File: src/inc/cache_ctrl_regs.svh
// Constants for the direct-mapped write-through cache sequencer.
// Assumes a 32-bit processor address with the word bits starting at bit 2.
`ifndef CACHE_CTRL_REGS_SVH
`define CACHE_CTRL_REGS_SVH

// Address split between index and tag.
`define CC_INDEX_LSB 2
`define CC_INDEX_MSB 14
`define CC_TAG_LSB 15
`define CC_TAG_MSB 31
`define CC_INDEX_W 13
`define CC_TAG_W 17

// Tag entry layout: 24 bits, valid flag in the top bit.
`define CC_ENTRY_W 24
`define CC_VALID_BIT 23
`define CC_SPARE_W 6

// Data word is split into byte lanes.
`define CC_LANES 4

// Least reset length in clock periods.
`define CC_RESET_CYCLES 8

`endif

File: src/inc/cache_ctrl_pkg.sv
// Types shared by the cache sequencer and its bench.
// Assumes cache_ctrl_regs.svh is on the include path.
`include "cache_ctrl_regs.svh"

package cache_ctrl_pkg;

  // Processor bus sequence.
  typedef enum logic [2:0] {
    IDLE,
    SECOND_BUS_STATE,
    READ_MISS,
    WRITE_MISS,
    LOCAL_CYCLE,
    UNCACHED_CYCLE
  } cyc_state_t;

  // Processor cycle captured when the address strobe is seen.
  typedef struct packed {
    logic wnr;
    logic local_acc;
    logic uncached;
    logic [`CC_LANES-1:0] be_n;
    logic [`CC_TAG_MSB:`CC_INDEX_LSB] addr;
  } cpu_cycle_t;

  // Entry written into both tag stores.
  typedef struct packed {
    logic valid;
    logic [`CC_SPARE_W-1:0] spare;
    logic [`CC_TAG_W-1:0] tag;
  } tag_entry_t;

endpackage

File: src/design/cache_ctrl.sv
// Sequencer of a direct-mapped write-through cache with posted writes.
// Assumes the processor bus, the system bus and the local device all run
// on clk, and that both tag stores and the data store are external SRAMs.
//
// How it works
// - Read start keeps tag stores in compare
// - Second state hit drives data store out
// - Read miss opens processor to system buffer
// - Read miss copies strobe and direction outward
// - Read miss fills data and both tags
// - Processor ready follows system ready on read miss
// - Write start keeps tag stores in compare
// - Write hit writes processor data to store
// - Every cacheable write pulses the posted latch enable
// - Writes begin before the hit is known
// - Write miss invalidates index in both tags
// - Local device cycles leave cache untouched
// - Local ready ends a local device cycle
// - Uncached cycles leave cache state unchanged
// - Index bits 2-14, tag bits 15-31
// - Invalidation stores low valid bit 23
// - Uncached cycles float tag store outputs
// - Bus watch hit clears both tag stores
// - Data store indexed by bits 2-14, four lanes
// - Read miss fills the whole word
// - Force enable gates all byte selects on
// - Reset leaves tag stores cleared
// - Foreign system writes compared by bus watch
// - Posted write finishes before hold grant
// - Write hit fast, write miss one extra
`timescale 1ns/1ps
`default_nettype none

module cache_ctrl
  import cache_ctrl_pkg::*;
(
  // Clock and reset.
  input wire logic clk,
  input wire logic sys_rst,
  // Processor bus.
  input wire logic addr_strobe_n,
  input wire logic write_not_read,
  input wire logic [`CC_TAG_MSB:`CC_INDEX_LSB] cpu_addr,
  input wire logic [`CC_LANES-1:0] cpu_byte_en_n,
  input wire logic local_device_access_n,
  input wire logic noncacheable_n,
  input wire logic local_ready_n,
  output logic cpu_ready_n,
  // Processor tag store and bus-watch tag store.
  input wire logic tag_match,
  input wire logic bus_watch_match,
  output logic tag_chip_en_n,
  output logic tag_write_en_n,
  output logic tag_invalidate_n,
  output logic tag_clear_n,
  output logic [`CC_INDEX_W-1:0] tag_index,
  output tag_entry_t tag_wr_data,
  // Data store.
  output logic [`CC_INDEX_W-1:0] cache_index,
  output logic cache_out_en_n,
  output logic cache_write_en_n,
  output logic force_byte_en_n,
  output logic [`CC_LANES-1:0] cache_byte_sel_n,
  // Data buffers and posted-write latches.
  output logic buffer_en_n,
  output logic buffer_dir,
  output logic post_latch_en,
  // System bus.
  input wire logic sys_ready_n,
  input wire logic sys_hold_req,
  input wire logic ext_addr_strobe_n,
  input wire logic ext_write,
  output logic sys_addr_strobe_n,
  output logic sys_write_not_read,
  output logic sys_hold_ack
);

  // ---------------------------------------------------------------------
  // State and decode
  // ---------------------------------------------------------------------

  cyc_state_t state_reg;
  cyc_state_t state_next;
  cpu_cycle_t cyc_reg;
  logic sys_active_reg;
  logic post_busy_reg;
  logic sys_strobe_reg;
  logic sys_wnr_reg;
  logic hold_ack_reg;
  logic watch_clr_reg;
  logic bus_free;
  logic bypass;
  logic in_second;
  logic second_read;
  logic second_write_go;
  logic sys_start;
  logic sys_done;

  // A cycle for a local device or an uncached address bypasses the cache.
  assign bypass = cyc_reg.local_acc | cyc_reg.uncached;
  assign in_second = (state_reg == SECOND_BUS_STATE);
  assign second_read = in_second & ~bypass & ~cyc_reg.wnr;

  // The system bus may be started only when nothing holds or wants it.
  assign bus_free = ~sys_active_reg & ~hold_ack_reg & ~sys_hold_req;

  // A cacheable write proceeds once the posted buffer can take it.
  assign second_write_go = in_second & ~bypass & cyc_reg.wnr & bus_free;
  assign sys_done = sys_active_reg & ~sys_ready_n;

  // Starts of system cycles: posted write, read miss fill, uncached cycle.
  always_comb begin
    sys_start = 1'b0;
    if (second_write_go) begin
      sys_start = 1'b1;
    end else if (in_second & bus_free & cyc_reg.uncached
                 & ~cyc_reg.local_acc) begin
      sys_start = 1'b1;
    end else if (second_read & ~tag_match & bus_free) begin
      sys_start = 1'b1;
    end
  end

  // ---------------------------------------------------------------------
  // Processor cycle capture
  // ---------------------------------------------------------------------

  // The cycle is captured at the strobe so index and tag come from flops.
  always_ff @(posedge clk or posedge sys_rst) begin
    if (sys_rst) begin
      cyc_reg <= '0;
    end else if (state_reg == IDLE && !addr_strobe_n) begin
      cyc_reg.wnr <= write_not_read;
      cyc_reg.local_acc <= ~local_device_access_n;
      cyc_reg.uncached <= ~noncacheable_n;
      cyc_reg.be_n <= cpu_byte_en_n;
      cyc_reg.addr <= cpu_addr;
    end
  end

  // Index and entry for both tag stores and the data store.
  assign tag_index = cyc_reg.addr[`CC_INDEX_MSB:`CC_INDEX_LSB];
  assign cache_index = cyc_reg.addr[`CC_INDEX_MSB:`CC_INDEX_LSB];
  assign tag_wr_data.tag = cyc_reg.addr[`CC_TAG_MSB:`CC_TAG_LSB];
  assign tag_wr_data.spare = '0;
  // Fills write a set valid bit; write misses write it clear.
  assign tag_wr_data.valid = ~cyc_reg.wnr;

  // ---------------------------------------------------------------------
  // Processor bus sequence
  // ---------------------------------------------------------------------

  // Next state of the processor cycle.
  always_comb begin
    state_next = state_reg;
    unique case (state_reg)
      IDLE: begin
        if (!addr_strobe_n) begin
          state_next = SECOND_BUS_STATE;
        end
      end
      SECOND_BUS_STATE: begin
        if (cyc_reg.local_acc) begin
          state_next = LOCAL_CYCLE;
        end else if (cyc_reg.uncached) begin
          if (bus_free) begin
            state_next = UNCACHED_CYCLE;
          end
        end else if (!cyc_reg.wnr) begin
          if (tag_match) begin
            state_next = IDLE;
          end else if (bus_free) begin
            state_next = READ_MISS;
          end
        end else if (bus_free) begin
          state_next = tag_match ? IDLE : WRITE_MISS;
        end
      end
      READ_MISS: begin
        if (sys_done) begin
          state_next = IDLE;
        end
      end
      WRITE_MISS: begin
        state_next = IDLE;
      end
      LOCAL_CYCLE: begin
        if (!local_ready_n) begin
          state_next = IDLE;
        end
      end
      UNCACHED_CYCLE: begin
        if (sys_done) begin
          state_next = IDLE;
        end
      end
    endcase
  end

  // State register.
  always_ff @(posedge clk or posedge sys_rst) begin
    if (sys_rst) begin
      state_reg <= IDLE;
    end else begin
      state_reg <= state_next;
    end
  end

  // ---------------------------------------------------------------------
  // System bus engine
  // ---------------------------------------------------------------------

  // One system cycle at a time; the strobe is low for its first cycle.
  always_ff @(posedge clk or posedge sys_rst) begin
    if (sys_rst) begin
      sys_active_reg <= 1'b0;
      sys_strobe_reg <= 1'b0;
      sys_wnr_reg <= 1'b0;
    end else begin
      sys_strobe_reg <= sys_start;
      if (sys_start) begin
        sys_active_reg <= 1'b1;
        sys_wnr_reg <= cyc_reg.wnr;
      end else if (sys_done) begin
        sys_active_reg <= 1'b0;
      end
    end
  end

  // The posted write stays locked on the bus until memory answers.
  always_ff @(posedge clk or posedge sys_rst) begin
    if (sys_rst) begin
      post_busy_reg <= 1'b0;
    end else if (second_write_go) begin
      post_busy_reg <= 1'b1;
    end else if (sys_done) begin
      post_busy_reg <= 1'b0;
    end
  end

  // Hold is granted only between system cycles and dropped with request.
  always_ff @(posedge clk or posedge sys_rst) begin
    if (sys_rst) begin
      hold_ack_reg <= 1'b0;
    end else if (!sys_hold_req) begin
      hold_ack_reg <= 1'b0;
    end else if (!sys_active_reg && !sys_start) begin
      hold_ack_reg <= 1'b1;
    end
  end

  // A foreign write that hits the bus-watch tag flushes both stores.
  always_ff @(posedge clk or posedge sys_rst) begin
    if (sys_rst) begin
      watch_clr_reg <= 1'b0;
    end else begin
      watch_clr_reg <= hold_ack_reg & ~ext_addr_strobe_n & ext_write
                       & bus_watch_match;
    end
  end

  assign sys_addr_strobe_n = ~sys_strobe_reg;
  assign sys_write_not_read = sys_wnr_reg;
  assign sys_hold_ack = hold_ack_reg;

  // ---------------------------------------------------------------------
  // Store and buffer controls
  // ---------------------------------------------------------------------

  // Tag stores compare by default; they write only on a read miss fill.
  assign tag_write_en_n = ~(state_reg == READ_MISS);
  // Bypassed cycles disable the tag stores so nothing is entered.
  assign tag_chip_en_n = (state_reg != IDLE) & bypass;
  assign tag_invalidate_n = ~(second_write_go & ~tag_match);
  // Cleared while reset is applied and on a bus-watch hit.
  assign tag_clear_n = ~(sys_rst | watch_clr_reg);

  assign cache_out_en_n = ~(second_read & tag_match);
  // Writes enter the store speculatively; a miss is repaired by invalidate.
  assign cache_write_en_n = ~(second_write_go | state_reg == READ_MISS);
  assign force_byte_en_n = ~(state_reg == READ_MISS);
  assign post_latch_en = second_write_go;

  // Each lane select is its processor enable, forced on by a fill.
  genvar lane;
  generate
    for (lane = 0; lane < `CC_LANES; lane = lane + 1) begin : g_lane
      assign cache_byte_sel_n[lane] = cyc_reg.be_n[lane] & force_byte_en_n;
    end
  endgenerate

  // The processor data bus meets the system bus for fills and transfers.
  assign buffer_en_n = ~(state_reg == READ_MISS | state_reg == UNCACHED_CYCLE
                         | post_busy_reg);
  assign buffer_dir = post_busy_reg
                      | (state_reg == UNCACHED_CYCLE & cyc_reg.wnr);

  // Processor ready: hits at once, write miss a cycle later, else on answer.
  assign cpu_ready_n = ~((second_read & tag_match)
                         | (second_write_go & tag_match)
                         | (state_reg == WRITE_MISS)
                         | (state_reg == READ_MISS & sys_done)
                         | (state_reg == UNCACHED_CYCLE & sys_done)
                         | (state_reg == LOCAL_CYCLE & ~local_ready_n));
endmodule // cache_ctrl

`default_nettype wire

File: config.mk
export PLATFORM = sky130hd
export DESIGN_NAME = cache_ctrl
export DESIGN_NICKNAME = d
export VERILOG_FILES = /design/src/inc/cache_ctrl_pkg.sv /design/src/design/cache_ctrl.sv
export VERILOG_INCLUDE_DIRS = /design/src /design/src/inc
export SDC_FILE = /design/constraint.sdc
export NUM_CORES = 1
export LEC_CHECK = 0
export ABC_AREA = 1
export BUFFER_PORTS_ARGS = -buffer_cell sky130_fd_sc_hd__buf_2
export CAP_MARGIN = 25
export CELL_PAD_IN_SITES_DETAIL_PLACEMENT = 1
export CELL_PAD_IN_SITES_GLOBAL_PLACEMENT = 1
export CORE_ASPECT_RATIO = 0.75
export CORE_UTILIZATION = 32
export CTS_CLUSTER_SIZE = 14
export DETAILED_ROUTE_END_ITERATION = 8
export PLACE_DENSITY_LB_ADDON = 0.1
export SLEW_MARGIN = 5
export SYNTH_ARGS = -nofsm -noshare
export SYNTH_HDL_FRONTEND = slang
export SYNTH_SLANG_ARGS = --single-unit
File: constraint.sdc
create_clock -name clk -period 1.6 [get_ports clk]
set_input_delay 0.48 -clock clk [delete_from_list [all_inputs] [get_ports clk]]
set_output_delay 0.48 -clock clk [all_outputs]
set_load 0.01 [all_outputs]
==> flow_summary.toml <==
[run_status]
status = "finished with violations"
violations = "setup timing"

[logic_synthesis]
synth_cells = 234
ys_warn_count = 0
syn_area_mm2 = 0.00254
ys_seq_elements = 46
yosys.cell_types.count = 20
syn_avg_cell_area_um2 = 10.9
synth.yosys.seq_area_share_pct = 45.3

[setup_path]
cp_max_fo = 5
r2r_slack_ps = 0
critical_path_arrival_ps = 1450
crit_type = "reg2out"
cp_num_buf_inv = 2
critical_path.max_stage_delay_ps = 470
end_kind = "primary output"
path_cells = "buf_6, nor2_4, nand2_1, o21ai_1, nand3b_1, nor2_1, buf_2"
r2r_cells = 6
cpLargestDelayFamily = "flip-flops"
worst_r2r_startpoint = "state_reg[1]"
crit_slowest_cell = "dfrtp_2"
critical_path_required_ps = 1120
critPathLaunchType = "flop"
crit_start = "state_reg[1]"
r2r-end = "cyc_reg[33]"

[floorplanning]
chipHeight_um = 79.2
ios = 115
die_w_um = 105
initial_core_util_pct = 33.9
core_mm2 = 0.00750
num_rows = 27
dieArea_mm2 = 0.00831

[cells_and_area]
fillers = 869
antennaDiodeCount = 0
final_cell_area_mm2 = 0.00335
area_growth_pct = 31.7
largest_register_ffs = 17
final_nets = 376
final_cells = 431
drive_above_1_share_pct = 62.1
post-route-util_pct = 44.7

[power_and_ir_drop]
p_total_w = 0.00712
power.internal_w = 0.00448
clkPwrFrac_pct = 14.9
p_sw_w = 0.00264
power_density_mw_per_mm2 = 2130
swShare_pct = 37.1
vdd_drop_max_mv = 0.824
leakagePower_nw = 1.85
seqPwrFrac_pct = 29.5
combPwrFrac_pct = 55.7

[grt]
grt_pass1_vias = 1881
grt_start_max_net_pins = 28
grt_usage_pct = 14.9
grt_overflow = 0
antenna_found_initial = 0
grt_pass1_wl_um = 9520

[cts]
h-tree-depth = 2
numCtsBuffers = 5
clk_pin_slew_ps = 100
clockBufferDepth = 2
root_buffer = "clkbuf_8"
ctsHoldBuffers = 0
cts_tree = "built"
cts.sinks = 46
clk_latency_ps = 300

[placed_design]
hpwl_um = 4570
placed_area_mm2 = 0.00300
placement.io_buffers = 108
gp_congestion = 0.775
dp.cells = 412

[detailed_routing]
drtIter0Drc = 65
vias = 1855
viasPerCell = 4.30
drt-total-wl_um = 6160
drt.antenna.violating_nets = 0
wl_per_cell_um = 14.3
drt_first_pass_iters = 4
remaining_drc_errors = 0

[sta]
hold_violations = 0
timing.final.crit_share_pct = 121
slew_violations = 0
skew_ps = 12.3
setup_violations = 14
rsz0062_at_grt = "true"
period_minus_slack_ps = 1930
timing.final.ws_setup_ps = -335
fmax_mhz = 517

[worst_hold_path]
hp-class = "in2async"

[job]
maxCapViolations = 0
-- cell usage in the layout, fill, tap and decap left out, drive strengths merged --
| master | n |
|---|---|
| inv | 23 |
| nand3b | 2 |
| buf | 136 |
| a21oi | 4 |
| clkinv | 1 |
| nand3 | 13 |
| nand2 | 27 |
| mux2 | 34 |
| dfrtp | 46 |
| bufinv | 2 |
| o21ai | 8 |
| nand4 | 2 |
| nor2 | 17 |
| nor3 | 2 |
| a21boi | 1 |
| clkbuf | 6 |
| conb | 6 |
-- synth_stat cells --
cell type	count	area [µm²]
a21boi_0	1	7.51
a21oi_1	4	20.0
buf_4	50	375
buf_6	4	45.0
conb_1	1	3.75
dfrtp_1	46	1150
inv_1	22	82.6
inv_2	1	3.75
mux2_4	34	510
nand2_1	27	101
nand3_1	11	55.1
nand3_2	2	20.0
nand3b_1	1	7.51
nand3b_4	1	20.0
nand4_1	2	12.5
nor2_1	16	60.1
nor2_4	1	11.3
nor3_1	1	5.00
nor3_2	1	10.0
o21ai_0	8	40.0
-- metrics by stage --
| stage | worst slack [ps] | TNS (ps) | hold slack, ps |
|---|---|---|---|
| 2_1_floorplan | 3.53 | 0 | 441 |
| 3_3_place_gp | -70.4 | -213 | 464 |
| 3_5_place_dp | -130 | -439 | 484 |
| 4_1_cts | -343 | -3540 | 163 |
| 5_1_grt | -394 | -5380 | 179 |
| 6_report | -335 | -3350 | 157 |
-- final cells by class --
class,instances,area [µm²],area share (%)
Inverter,23,88.8,2.65
Tap cell,101,126,3.77
Clock inverter,3,68.8,2.05
Timing Repair Buffer,137,868,25.9
Clock buffer,5,68.8,2.05
Sequential cell,46,1150,34.4
Multi-Input combinational cell,116,976,29.1
-- metal layers --
metal | global-route usage, % | up-vias | part of all wire [%]
met5 | 0 | - | 0
met4 | 3.80 | 0 | 0.83
met3 | 3.86 | 7 | 6.3
met2 | 22.4 | 77 | 43
met1 | 21.3 | 889 | 50
li1 | - | 882 | -
-- cells by family (layout without fill, tap and decap cells) --
logic type      after synthesis  count (layout)  synth area share (%)
buf+inv                      77             168                  19.9
simple gates                 63              63                  11.9
flops                        46              46                  45.3
mux                          34              34                  20.1
compound gates               13              13                  2.66
other cells                   1               6                 0.147
-- timing repair --
| action | CTS | global route |
|---|---|---|
| resized for setup | 12 | 19 |
| pin swaps | 1 | 6 |
| endpoints found under the setup margin | 14 | 37 |
| setup buffers | 3 | 6 |
| cloned | 0 | 2 |
-- power groups by stage --
stage	Sequential (W)	Combinational [W]	Clock (W)
after floorplan	0.00206	0.00293	0
after global placement	0.00205	0.00350	0
after detailed placement	0.00209	0.00353	0
after CTS	0.00208	0.00367	0.00109
after global routing	0.00218	0.00429	0.00114
final	0.00210	0.00396	0.00106
-- worst register-to-register path: stages, from the launching register on --
cell and delay [ps]:
dfrtp_2 470, buf_6 140, nor2_4 80, buf_4 160
nand3b_4 140, buf_12 190, mux2_4 300
-- how the worst max path moves through the flow --
| stage | endpoint | cells past startpoint |
|---|---|---|
| after floorplan | tag_invalidate_n | 5 |
| after global placement | cpu_ready_n | 8 |
| after detailed placement | cpu_ready_n | 7 |
| after CTS | cpu_ready_n | 7 |
| after global routing | cpu_ready_n | 7 |
| final | cpu_ready_n | 7 |
Power figures use the tool's default switching activity.
